## config.mk

```make
export PLATFORM = sky130hd
export DESIGN_NAME = amebc_top
export DESIGN_NICKNAME = d
export VERILOG_FILES = /design/src/logic/amebc_pkg.sv /design/src/logic/amebc_top.sv
export VERILOG_INCLUDE_DIRS = /design/src /design/src/logic
export SDC_FILE = /design/constraint.sdc
export NUM_CORES = 1
export LEC_CHECK = 0
export ABC_AREA = 1
export BUFFER_PORTS_ARGS = -buffer_cell sky130_fd_sc_hd__buf_2
export CAP_MARGIN = 20
export CORE_MARGIN = 4
export CORE_UTILIZATION = 47
export CTS_CLUSTER_SIZE = 16
export DETAILED_ROUTE_END_ITERATION = 7
export PLACE_DENSITY = 0.78
export SYNTH_ARGS = -nofsm -noshare
export SYNTH_HDL_FRONTEND = slang
export SYNTH_SLANG_ARGS = --single-unit
```

## constraint.sdc

```tcl
create_clock -name core_clk_in -period 1.95 [get_ports core_clk_in]
set_input_delay 0.39 -clock core_clk_in [delete_from_list [all_inputs] [get_ports core_clk_in]]
set_output_delay 0.39 -clock core_clk_in [all_outputs]
set_load 0.005 [all_outputs]
```

## src/logic/amebc_defines.svh

```systemverilog
// How it works
// - Decode 16 Mbyte map of 64K segments
// - Byte and word access everywhere
// - Data memories and register areas in segment 0
// - Undefined flash register reads return trap code
// - External memory and IO regions use external bus
// - Program RAM plus alternate slower path
// - CAN window goes over internal peripheral bus
// - External IO holds core pipeline in order
// - Single chip or four bus modes
// - Demux: address port plus data port
// - Mux: address then data on one port
// - Selectable count of segment address lines
// - Three window chip selects plus default
// - Timing per region from configuration
// - Window priority four, three, two, one
// - Unmatched addresses use default configuration
// - Window four has no chip select pin
// - Bus timing follows reference clock rising edge
// - Bus mode switches per access window
// - Internal bus accesses use same protocol
`ifndef AMEBC_DEFINES_SVH
`define AMEBC_DEFINES_SVH
`define AMEBC_EXT0_END   24'h007fff
`define AMEBC_SEG0_END   24'h00ffff
`define AMEBC_EXT1_END   24'h1fffff
`define AMEBC_CAN_LO     24'h200000
`define AMEBC_CAN_END    24'h2007ff
`define AMEBC_EXTIO_END  24'h3fffff
`define AMEBC_EXT2_LO    24'h400000
`define AMEBC_EXT2_END   24'hbeffff
`define AMEBC_FLASH_LO   24'hc00000
`define AMEBC_FLASH_END  24'hc3ffff
`define AMEBC_PRAM_LO    24'he00000
`define AMEBC_PRAM_END   24'he017ff
`define AMEBC_PRALT_LO   24'hf80000
`define AMEBC_PRALT_END  24'hf817ff
`define AMEBC_FREG_LO    24'hfff000
`define AMEBC_TRAP_CODE  16'h9b9b
`define AMEBC_REF_DIV    16
`define AMEBC_REF_RISE   4'h7
`endif

```

## src/logic/amebc_pkg.sv

```systemverilog
package amebc_pkg;
  typedef enum logic [2:0] {
    TGT_TRAP  = 3'h0,
    TGT_EXT   = 3'h1,
    TGT_EXTIO = 3'h2,
    TGT_LX    = 3'h3,
    TGT_SEG0  = 3'h4,
    TGT_FLASH = 3'h5,
    TGT_PRAM  = 3'h6,
    TGT_FREG  = 3'h7
  } amebc_tgt_t;
  typedef enum logic [1:0] {
    MODE_D16_DEMUX = 2'h0,
    MODE_D16_MUX   = 2'h1,
    MODE_D8_MUX    = 2'h2,
    MODE_D8_DEMUX  = 2'h3
  } amebc_mode_t;
  typedef enum logic [2:0] {
    ST_IDLE = 3'h0,
    ST_ADDR = 3'h1,
    ST_DATA = 3'h3,
    ST_DONE = 3'h2,
    ST_INT  = 3'h6
  } amebc_state_t;
  typedef struct packed {
    logic        en;
    logic [11:0] base;
    logic [3:0]  size;
  } amebc_win_t;
  typedef struct packed {
    logic [3:0] wait_cyc;
    logic [1:0] addr_cyc;
  } amebc_tcfg_t;
  typedef struct packed {
    amebc_mode_t mode;
    logic        cs_en;
  } amebc_fcfg_t;
  typedef struct packed {
    logic [23:0] addr;
    logic [15:0] wdata;
    logic        write;
    logic        byte_acc;
  } amebc_req_t;
endpackage

```

## src/logic/amebc_top.sv

```systemverilog
`timescale 1ns/100ps
`include "amebc_defines.svh"
module amebc_top (
  input  wire logic                     core_clk_in,
  input  wire logic                     reset_n_in,
  input  wire logic                     req_valid_in,
  input  wire amebc_pkg::amebc_req_t    req_in,
  output logic                          req_ready_out,
  output logic                          rsp_valid_out,
  output logic [15:0]                   rsp_rdata_out,
  output logic                          rsp_trap_out,
  input  wire logic                     single_chip_in,
  input  wire logic [3:0]               seg_lines_in,
  input  wire amebc_pkg::amebc_win_t [3:0]  window_addr_select_in,
  input  wire amebc_pkg::amebc_tcfg_t [3:0] window_timing_cfg_in,
  input  wire amebc_pkg::amebc_fcfg_t [3:0] window_function_cfg_in,
  input  wire amebc_pkg::amebc_tcfg_t   default_timing_cfg_in,
  input  wire amebc_pkg::amebc_fcfg_t   default_function_cfg_in,
  output logic                          int_req_out,
  output amebc_pkg::amebc_tgt_t         int_route_out,
  output logic                          int_alt_path_out,
  output amebc_pkg::amebc_req_t         int_cmd_out,
  input  wire logic                     int_ack_in,
  input  wire logic [15:0]              int_rdata_in,
  input  wire logic                     int_defined_in,
  output logic                          pipe_hold_out,
  output logic                          bus_ref_clk_out,
  output logic [15:0]                   addr_out_port_out,
  input  wire logic [15:0]              addr_data_port_in,
  output logic [15:0]                   addr_data_port_out,
  output logic [1:0]                    addr_data_port_oe_n_out,
  output logic [7:0]                    seg_addr_out,
  output logic                          ale_out,
  output logic                          rd_n_out,
  output logic                          wr_n_out,
  output logic [3:0]                    cs_n_out
);
  import amebc_pkg::*;

  ////////////////////////////////////////////////////////////////////////
  // Address decode
  wire [23:0] a = req_in.addr;
  wire in_ext0  = a <= `AMEBC_EXT0_END;
  wire in_seg0  = !in_ext0 && a <= `AMEBC_SEG0_END;
  wire in_ext1  = a > `AMEBC_SEG0_END && a <= `AMEBC_EXT1_END;
  wire in_can   = a >= `AMEBC_CAN_LO && a <= `AMEBC_CAN_END;
  wire in_extio = a > `AMEBC_CAN_END && a <= `AMEBC_EXTIO_END;
  wire in_ext2  = a >= `AMEBC_EXT2_LO && a <= `AMEBC_EXT2_END;
  wire in_flash = a >= `AMEBC_FLASH_LO && a <= `AMEBC_FLASH_END;
  wire in_pram  = a >= `AMEBC_PRAM_LO && a <= `AMEBC_PRAM_END;
  wire in_pralt = a >= `AMEBC_PRALT_LO && a <= `AMEBC_PRALT_END;
  wire in_freg  = a >= `AMEBC_FREG_LO;
  wire ext_mem  = (in_ext0 || in_ext1 || in_ext2) && !single_chip_in;
  wire ext_io   = in_extio && !single_chip_in;
  amebc_tgt_t dec_tgt;
  assign dec_tgt = ext_mem ? TGT_EXT :
                   ext_io ? TGT_EXTIO :
                   in_can ? TGT_LX :
                   in_seg0 ? TGT_SEG0 :
                   in_flash ? TGT_FLASH :
                   (in_pram || in_pralt) ? TGT_PRAM :
                   in_freg ? TGT_FREG : TGT_TRAP;

  ////////////////////////////////////////////////////////////////////////
  // Window match and priority
  logic [3:0] hit;
  genvar gw;
  generate
    for (gw = 0; gw < 4; gw++) begin : g_win
      wire [11:0] wmask = 12'hfff << window_addr_select_in[gw].size;
      assign hit[gw] = window_addr_select_in[gw].en &&
        (((a[23:12] ^ window_addr_select_in[gw].base) & wmask) == 12'h000);
    end
  endgenerate
  wire [1:0] wsel = hit[3] ? 2'h3 : hit[2] ? 2'h2 :
                    hit[1] ? 2'h1 : 2'h0;
  wire any_hit = |hit;
  wire [2:0] dec_win = any_hit ? {1'b0, wsel} + 3'h1 : 3'h0;
  amebc_tcfg_t sel_t;
  amebc_fcfg_t sel_f;
  assign sel_t = any_hit ? window_timing_cfg_in[wsel]
                         : default_timing_cfg_in;
  assign sel_f = any_hit ? window_function_cfg_in[wsel]
                         : default_function_cfg_in;

  ////////////////////////////////////////////////////////////////////////
  // Reference clock divider
  logic [3:0] div_cnt;
  wire [3:0] next_div_cnt = div_cnt + 4'h1;
  wire tick = div_cnt == `AMEBC_REF_RISE;
  always_ff @(posedge core_clk_in) begin
    if (!reset_n_in) begin
      div_cnt <= 4'h0;
      bus_ref_clk_out <= 1'b0;
    end else begin
      div_cnt <= next_div_cnt;
      bus_ref_clk_out <= next_div_cnt[3];
    end
  end

  ////////////////////////////////////////////////////////////////////////
  // Pin input synchroniser
  logic [15:0] ad_meta;
  logic [15:0] ad_sync;
  always_ff @(posedge core_clk_in) begin
    ad_meta <= addr_data_port_in;
    ad_sync <= ad_meta;
  end

  ////////////////////////////////////////////////////////////////////////
  // Access state
  amebc_state_t state;
  amebc_req_t   cur;
  amebc_tgt_t   tgt;
  amebc_tcfg_t  cur_t;
  amebc_fcfg_t  cur_f;
  logic [2:0]   cur_win;
  logic         started;
  logic         second;
  logic [3:0]   ph;
  logic [15:0]  lx_data;
  wire take   = req_valid_in && req_ready_out;
  wire mode8  = cur_f.mode == MODE_D8_MUX || cur_f.mode == MODE_D8_DEMUX;
  wire muxed  = cur_f.mode == MODE_D16_MUX || cur_f.mode == MODE_D8_MUX;
  wire is_lx  = tgt == TGT_LX;
  wire split  = mode8 && !cur.byte_acc && !second;
  wire [23:0] bus_addr = {cur.addr[23:1], cur.addr[0] | second};
  wire [7:0] seg_mask = ~(8'hff << seg_lines_in);
  wire [15:0] pin_rd = is_lx ? lx_data : ad_sync;
  wire [15:0] rd_word = mode8 ? (second ? {pin_rd[7:0], rsp_rdata_out[7:0]}
                                        : {8'h00, pin_rd[7:0]}) :
                        cur.byte_acc ? {8'h00, cur.addr[0] ? pin_rd[15:8]
                                                           : pin_rd[7:0]} :
                        pin_rd;
  wire [15:0] wr_word = mode8 ? {8'h00, second ? cur.wdata[15:8]
                                               : cur.wdata[7:0]} :
                        cur.byte_acc ? {cur.wdata[7:0], cur.wdata[7:0]} :
                        cur.wdata;
  wire [1:0] oe_data = mode8 ? 2'b10 : 2'b00;
  wire [3:0] cs_sel = !cur_f.cs_en ? 4'hf :
                      cur_win == 3'h0 ? 4'he :
                      cur_win == 3'h4 ? 4'hf :
                      ~(4'h1 << cur_win[1:0]);
  wire int_rd_val = tgt == TGT_FREG && !int_defined_in && !cur.write;
  assign int_cmd_out = cur;

  always_ff @(posedge core_clk_in) begin
    if (!reset_n_in) begin
      state <= ST_IDLE;
      cur <= '0;
      tgt <= TGT_TRAP;
      cur_t <= '0;
      cur_f <= '0;
      cur_win <= 3'h0;
      started <= 1'b0;
      second <= 1'b0;
      ph <= 4'h0;
      lx_data <= 16'h0000;
      req_ready_out <= 1'b0;
      rsp_valid_out <= 1'b0;
      rsp_rdata_out <= 16'h0000;
      rsp_trap_out <= 1'b0;
      int_req_out <= 1'b0;
      int_route_out <= TGT_TRAP;
      int_alt_path_out <= 1'b0;
      pipe_hold_out <= 1'b0;
      addr_out_port_out <= 16'h0000;
      addr_data_port_out <= 16'h0000;
      addr_data_port_oe_n_out <= 2'b11;
      seg_addr_out <= 8'h00;
      ale_out <= 1'b0;
      rd_n_out <= 1'b1;
      wr_n_out <= 1'b1;
      cs_n_out <= 4'hf;
    end else begin
      rsp_valid_out <= 1'b0;
      int_req_out <= 1'b0;
      if (is_lx && int_ack_in) begin
        lx_data <= int_rdata_in;
      end
      case (state)
        ST_IDLE: begin
          req_ready_out <= 1'b1;
          if (take) begin
            req_ready_out <= 1'b0;
            rsp_trap_out <= 1'b0;
            cur <= req_in;
            tgt <= dec_tgt;
            cur_t <= sel_t;
            cur_f <= sel_f;
            cur_win <= dec_win;
            started <= 1'b0;
            second <= 1'b0;
            int_route_out <= dec_tgt;
            int_alt_path_out <= in_pralt;
            pipe_hold_out <= dec_tgt == TGT_EXTIO;
            if (dec_tgt == TGT_TRAP) begin
              rsp_trap_out <= 1'b1;
              state <= ST_DONE;
            end else if (dec_tgt == TGT_EXT || dec_tgt == TGT_EXTIO ||
                         dec_tgt == TGT_LX) begin
              state <= ST_ADDR;
            end else begin
              int_req_out <= 1'b1;
              state <= ST_INT;
            end
          end
        end
        ST_INT: begin
          if (int_ack_in) begin
            rsp_rdata_out <= int_rd_val ? `AMEBC_TRAP_CODE
                                        : int_rdata_in;
            state <= ST_DONE;
          end
        end
        ST_ADDR: begin
          if (tick) begin
            if (!started) begin
              started <= 1'b1;
              ph <= {2'b00, cur_t.addr_cyc};
              if (!is_lx) begin
                ale_out <= 1'b1;
                cs_n_out <= cs_sel;
                seg_addr_out <= bus_addr[23:16] & seg_mask;
                if (muxed) begin
                  addr_data_port_out <= bus_addr[15:0];
                  addr_data_port_oe_n_out <= 2'b00;
                end else begin
                  addr_out_port_out <= bus_addr[15:0];
                end
              end
            end else if (ph != 4'h0) begin
              ph <= ph - 4'h1;
            end else begin
              ph <= cur_t.wait_cyc;
              ale_out <= 1'b0;
              state <= ST_DATA;
              if (is_lx) begin
                int_req_out <= 1'b1;
              end else if (cur.write) begin
                wr_n_out <= 1'b0;
                addr_data_port_out <= wr_word;
                addr_data_port_oe_n_out <= oe_data;
              end else begin
                rd_n_out <= 1'b0;
                addr_data_port_oe_n_out <= 2'b11;
              end
            end
          end
        end
        ST_DATA: begin
          if (tick) begin
            if (ph != 4'h0) begin
              ph <= ph - 4'h1;
            end else begin
              rd_n_out <= 1'b1;
              wr_n_out <= 1'b1;
              addr_data_port_oe_n_out <= 2'b11;
              if (!cur.write) begin
                rsp_rdata_out <= rd_word;
              end
              if (split && !is_lx) begin
                second <= 1'b1;
                started <= 1'b0;
                state <= ST_ADDR;
              end else begin
                cs_n_out <= 4'hf;
                state <= ST_DONE;
              end
            end
          end
        end
        ST_DONE: begin
          rsp_valid_out <= 1'b1;
          pipe_hold_out <= 1'b0;
          req_ready_out <= 1'b1;
          state <= ST_IDLE;
        end
        default: begin
          state <= ST_IDLE;
        end
      endcase
    end
  end
endmodule

```

==> out/results.ini, run 1 <==
[detailed_routing]
via_per_inst = 5.221
vias = 10560
wirelength_um = 33370
wl_per_cell_um = 16.49
first_pass_iters = 7
drt_iter0_markers = 725
route.detailed.drc = 0
final_antenna_net_count = 0

[clock_network]
clock_latency_ns = 0.45
cts_buffers = 17
cts_max_level = 4
ctsHoldBuffers = 0
cts_tree = yes
root_buffer = clkbuf_16
cts_max_path_buffers = 2
cts_sinks = 189
path_clk_slew_ns = 0.08

[placed_design]
dp_slack_ns = -0.07170
dp_cells = 1980
portBuffers = 313
place_hpwl_um = 25260
finalWeightedCongestion = 0.9856

[timing]
tightest_slew_ns = 0.5299
worst_slack_ns = 0.07636
rsz0062_at_grt = yes
period_needed_ns = 1.874
final-hold-violation-count = 0
setup_viol = 0
slew_violations = 0
fmaxAchievable_mhz = 533.7
relSlewSlack_pct = 64.30
timing.hold.ws_ns = 0.03809
timing.final.crit_share_pct = 96.08
fin_skew_ns = 0.02079

[logic_synthesis]
synth_nets = 1605
syn-cell-area_um2 = 9813
synth-seq-cells = 189
synthDistinctLibCells = 49
seq_area_frac_synth_pct = 38.56
synth_warnings = 0
syn_area_per_cell_um2 = 6.994
syn_inst = 1403

[floorplan]
core-area_um2 = 20360
die-area_um2 = 23250
initial_utilization_pct = 48.19
die_w_um = 152.5
die_h_um = 152.5
row_count = 52
pin_count = 314

[worst_hold_path]
hp-start = addr_data_port_in[3]
hold_path_depth = 1
hold_path.class = in -> reg
hold_end = ad_meta[3]$_DFF_P_

[worst_setup_path]
worstSetupStartpointType = flip-flop
r2r_slack_ns = 0.08
r2r_start = cur_f[2]$_SDFFE_PN0P_
setup.worst_path.class = reg -> reg
cp.arrival_ns = 2.22
reg2reg_depth = 9
required_ns = 2.29
cp-end-kind = flip-flop
crit_path_max_fanout = 19
rr_endpoint = addr_data_port_out[7]$_SDFFE_PN0P_

[grt]
grt.total_usage_pct = 26.84
overflow = 0
grt_max_degree = 43
antenna_found_initial = 3
grt_pass1_vias = 9995
grt_pass1_wl_um = 51250

[flow_run]
max_cap_violations = 0

[finish]
stdcell_count = 2023
area_growth_pct = 30.77
drive_above_1_share_pct = 30.97
mostFrequentLayoutCells = buf_2 (313), nand2_1 (298), dfxtp_1 (186)
nets = 1939
utilization_pct = 63.01
final_common_cell = buf_2

[run_status]
outcome = finished, final reports clean

[power_and_ir_drop]
power.leakage_nw = 6.308
totalPowerFinal_mw = 10.17
cellPowerDensity_nw_per_um2 = 792.5
ir_worst_vdd_v = 0.0005452

-- state kept, by name, indices dropped and copies added, names as in the netlist, 6 cells and up --
register / count
int_cmd_out: 42
ad_meta: 16
ad_sync: 16
addr_data_port_out: 16
addr_out_port_out: 16
lx_data: 16
rsp_rdata_out: 16
seg_addr_out: 8
cur_t: 6
-- worst max path at each step --
stage | from | end | slack (ns)
finish | cur_f[2]$_SDFFE_PN0P_ | addr_data_port_out[7]$_SDFFE_PN0P_ | 0.08
global route | cur_f[2]$_SDFFE_PN0P_ | addr_data_port_out[7]$_SDFFE_PN0P_ | -0.06
detailed placement | req_in[36] | cur_win[1]$_SDFFE_PN0P_ | -0.07
floorplan | req_in[34] | cur_win[1]$_SDFFE_PN0P_ | 0.01
CTS | ph[0]$_SDFFE_PN0P_ | cs_n_out[0]$_SDFFE_PN1P_ | 0.0005
global placement | req_in[36] | cur_win[1]$_SDFFE_PN0P_ | -0.05
-- cells in the mapped netlist, drive strengths merged --
cell type,count,share of area (%)
a211oi,5,0.43
a21o,1,0.077
a21oi,132,6.8
a221oi,9,1.3
a22o,12,1.1
a31oi,3,0.19
buf,65,4.5
clkbuf,27,1.0
clkinv,1,0.038
dfxtp,189,39
ha,5,0.64
inv,199,7.6
mux2i,4,0.41
nand2,306,12
nand3,57,3.4
nand3b,11,0.84
nand4,20,1.3
nor2,114,5.3
nor3,11,0.56
nor4,1,0.064
o2111ai,1,0.089
o211ai,8,0.61
o21ai,152,7.8
o22ai,19,1.2
o31ai,5,0.38
o32ai,4,0.36
or2,14,0.92
xnor2,2,0.18
xor2,26,2.3
-- power breakdown --
group / total, mW / switching [mW] / internal [mW]
clock network: 3.71 / 1.80 / 1.90
logic: 2.10 / 1.24 / 0.863
registers: 4.36 / 0.227 / 4.13
-- per-layer routing --
metal	wire (um)	vias up	share of wire, %	GRT usage [%]
met1	13300	4761	40	32.95
met4	984	0	2.9	9.546
met2	16340	520	49	46.74
met3	2746	66	8.2	5.595
li1	-	5215	-	-
met5	0	-	0	0
-- critical path, cell delays in order (launching register included) --
cell	delay (ns)
dfxtp_1	0.39
ha_2	0.20
nor2_1	0.04
buf_4	0.18
nor2_1	0.13
inv_1	0.11
buf_12	0.17
a21oi_1	0.14
o21ai_1	0.14
a221oi_4	0.27
-- what timing repair did --
action                                  4_1_cts  5_1_grt
endpoints found under the setup margin        0       66
gates resized for setup                       0       57
setup buffers                                 0        4
-- kinds of logic (layout without fill, tap and decap cells) --
group	after synthesis	in the layout	synth area share, %
and+or+nand+nor	534	534	24.39
AOI/OAI and AO/OA	351	351	20.34
buffers and inverters	292	639	13.17
DFF	189	189	38.56
xor gates and xnor gates	28	28	2.499
adders and majority gates	5	5	0.6375
muxes	4	4	0.4080
other	0	3	0
-- stage by stage --
stage               setup TNS, ns  cell area (um^2)
global placement          -0.1569             11920
floorplan                       0              9817
finish                          0             12830
global route              -0.2143             12830
CTS                             0             12560
detailed placement        -0.2471             11920
-- cell type report --
class	count	area (um^2)
clock buffers	17	425.4
clock inverters	15	220.2
multi-input cells	922	4862
well taps	270	337.8
flip-flops and latches	189	3787
inverters	200	764.5
repair buffers	407	2427
fillers	1863	7532
diodes	3	7.507
Note: power is estimated with default switching activity, not from simulation.
==> inputs of run 2 (changes only) <==
Settings changed: CELL_PAD_IN_SITES_DETAIL_PLACEMENT from default to 1, CELL_PAD_IN_SITES_GLOBAL_PLACEMENT from default to 2, CORE_UTILIZATION 47 to 25, PLACE_DENSITY 0.78 to default, PLACE_DENSITY_LB_ADDON from default to 0.1.
==> run 2 against run 1 <==
  * Worst setup slack improved by 0.022 ns
  * Count of clock-buffer cells in the layout increased by 2
  * Combinational power increased by 4%
  * Sequential power about the same
  * Via count decreased by 3.3%
  * Sequential share of layout area decreased by 0.86 points
  * Highest routed layer is now met5
==> out/results.ini, run 2 (synthesis results as in run 1) <==
[clock_network]
cts_tree = yes
clock_latency_ns = 0.45
cts_max_level = 4
root_buffer = clkbuf_16
cts_sinks = 189
ctsHoldBuffers = 0
cts_max_path_buffers = 2
path_clk_slew_ns = 0.07
cts_buffers = 17

[power_and_ir_drop]
p_clk_share_pct = 34.8
ir_worst_vdd_v = 0.0006253
power.leakage_nw = 6.382
p_sw_mw = 3.129
totalPowerFinal_mw = 10.06
p_sw_share_pct = 31.12
intPower_mw = 6.927
pwr-share-seq_pct = 43.4
cellPowerDensity_nw_per_um2 = 760.3
combPwrFrac_pct = 21.8

[finish]
multiInputGateArea_um2 = 4836
nets = 1961
final_common_cell = buf_2
design_area_um2 = 13230
area_growth_pct = 34.77
n_antenna_cell = 0
drive_above_1_share_pct = 31.39
regArea_um2 = 3790
num-fill-cells = 4972
mostFrequentLayoutCells = buf_2 (313), nand2_1 (297), dfxtp_1 (184)
largest_register_ffs = 42

[worst_setup_path]
required_ns = 2.29
crit_path_max_fanout = 8
startpoint = div_cnt[0]$_SDFF_PN0_
r2r_start = div_cnt[0]$_SDFF_PN0_
cp.arrival_ns = 2.19
setup.worst_path.class = reg -> reg
worstSetupStartpointType = flip-flop
cp-end-kind = flip-flop

[grt]
overflow = 0
grt_pass1_vias = 10500
antenna_found_initial = 2
grt.total_usage_pct = 18.51
grt_pass1_wl_um = 60670
grt_max_degree = 37

[timing]
relSlewSlack_pct = 66.33
final-hold-violation-count = 0
slew_violations = 0
tightest_slew_ns = 0.4998
fmaxAchievable_mhz = 540.0
fin_skew_ns = 0.01068
timing.final.crit_share_pct = 94.97
setup_viol = 0
rsz0062_at_grt = yes
period_needed_ns = 1.852

[floorplan]
die_w_um = 206.1
pin_count = 314
row_count = 72
core-area_um2 = 38740
die_h_um = 206.1
initial_utilization_pct = 25.33
die-area_um2 = 42490

[placed_design]
placed_area_um2 = 12400
portBuffers = 313
place_hpwl_um = 32270
finalWeightedCongestion = 0.8297

[detailed_routing]
via_per_inst = 4.461
wl_per_cell_um = 17.79
final_antenna_net_count = 0
drt_iter0_markers = 358
vias = 10210
route.detailed.drc = 0
wirelength_um = 40720
first_pass_iters = 4

[run_status]
outcome = finished, final reports clean

[flow_run]
max_cap_violations = 0

[worst_hold_path]
hp-start = addr_data_port_in[11]
hold_path.class = in -> reg

## run 2: cell types whose count changed in the layout (fill, tap and decap cells not counted), moves of 3 or more
cell,delta
buf_12,+3
buf_4,+21
clkinv_2,+3
clkinv_8,-5
diode_2,-3
inv_12,-3
inv_2,+3
inv_8,-3
nor2_2,-4
o21ai_1,+8
o21ai_2,-8
## run 2: through the flow
stage	util [%]	cells	setup WS (ns)	TNS [ns]	hold slack (ns)
floorplan	-	1403	0.01018	0	0.3096
global placement	32.01	2246	-0.2005	-2.390	0.3122
detailed placement	32.01	2246	-0.2173	-2.513	0.3147
CTS	33.49	2277	0.002098	0	0.007017
global route	34.14	2289	-0.03687	-0.04304	0.001705
finish	34.14	2289	0.09810	0	0.03665
## run 2: worst paths after layout
kind | endpoint | slack (ns) | depth (start not counted)
worst max-delay path | addr_out_port_out[0]$_SDFFE_PN0P_ | 0.1 | 12
worst min register to register | ad_sync[11]$_DFF_P_ | 0.33 | 0
worst max register to register | addr_out_port_out[0]$_SDFFE_PN0P_ | 0.1 | 12
worst min-delay path | ad_meta[11]$_DFF_P_ | 0.04 | 1
## run 2: timing repair
action | in CTS | in global routing
setup buffers | 0 | 9
cloned | 0 | 3
setup endpoints to repair | 3 | 96
gates resized for setup | 1 | 54
pin swaps | 0 | 12
## run 2: worst max-delay path: stages, from the launching register on
cell and delay [ns]:
dfxtp_2 0.35, ha_4 0.14, nand2_4 0.06, nor2_4 0.10
buf_6 0.13, inv_6 0.04, nor2_4 0.15, o21ai_4 0.09
nor2_4 0.15, nand2_4 0.11, clkbuf_16 0.20, nor3_4 0.17
a211oi_2 0.04
## run 2: layout make-up
cell class / count / area share [%]
Clock buffer: 19 / 3.273
Clock inverter: 12 / 1.022
Inverter: 200 / 5.752
Multi-Input combinational cell: 922 / 36.57
Sequential cell: 189 / 28.66
Tap cell: 518 / 4.901
Timing Repair Buffer: 429 / 19.83
## run 2: routing by layer
layer  up-vias  wire length, um  track usage (%)
met2       200            19610            31.96
met4         4              585            4.301
li1       5246                -                -
met3        36             1946            3.860
met1      4726            18560            23.74
met5         -               20                0
## run 2: power by group through the flow
stage          Clock [mW]  Sequential, mW  Combinational (mW)
2_1_floorplan           0            4.38                1.24
3_3_place_gp            0            4.44                2.17
3_5_place_dp            0            4.45                2.18
4_1_cts              3.63            4.36                2.20
5_1_grt              3.80            4.40                2.47
6_report             3.50            4.36                2.19
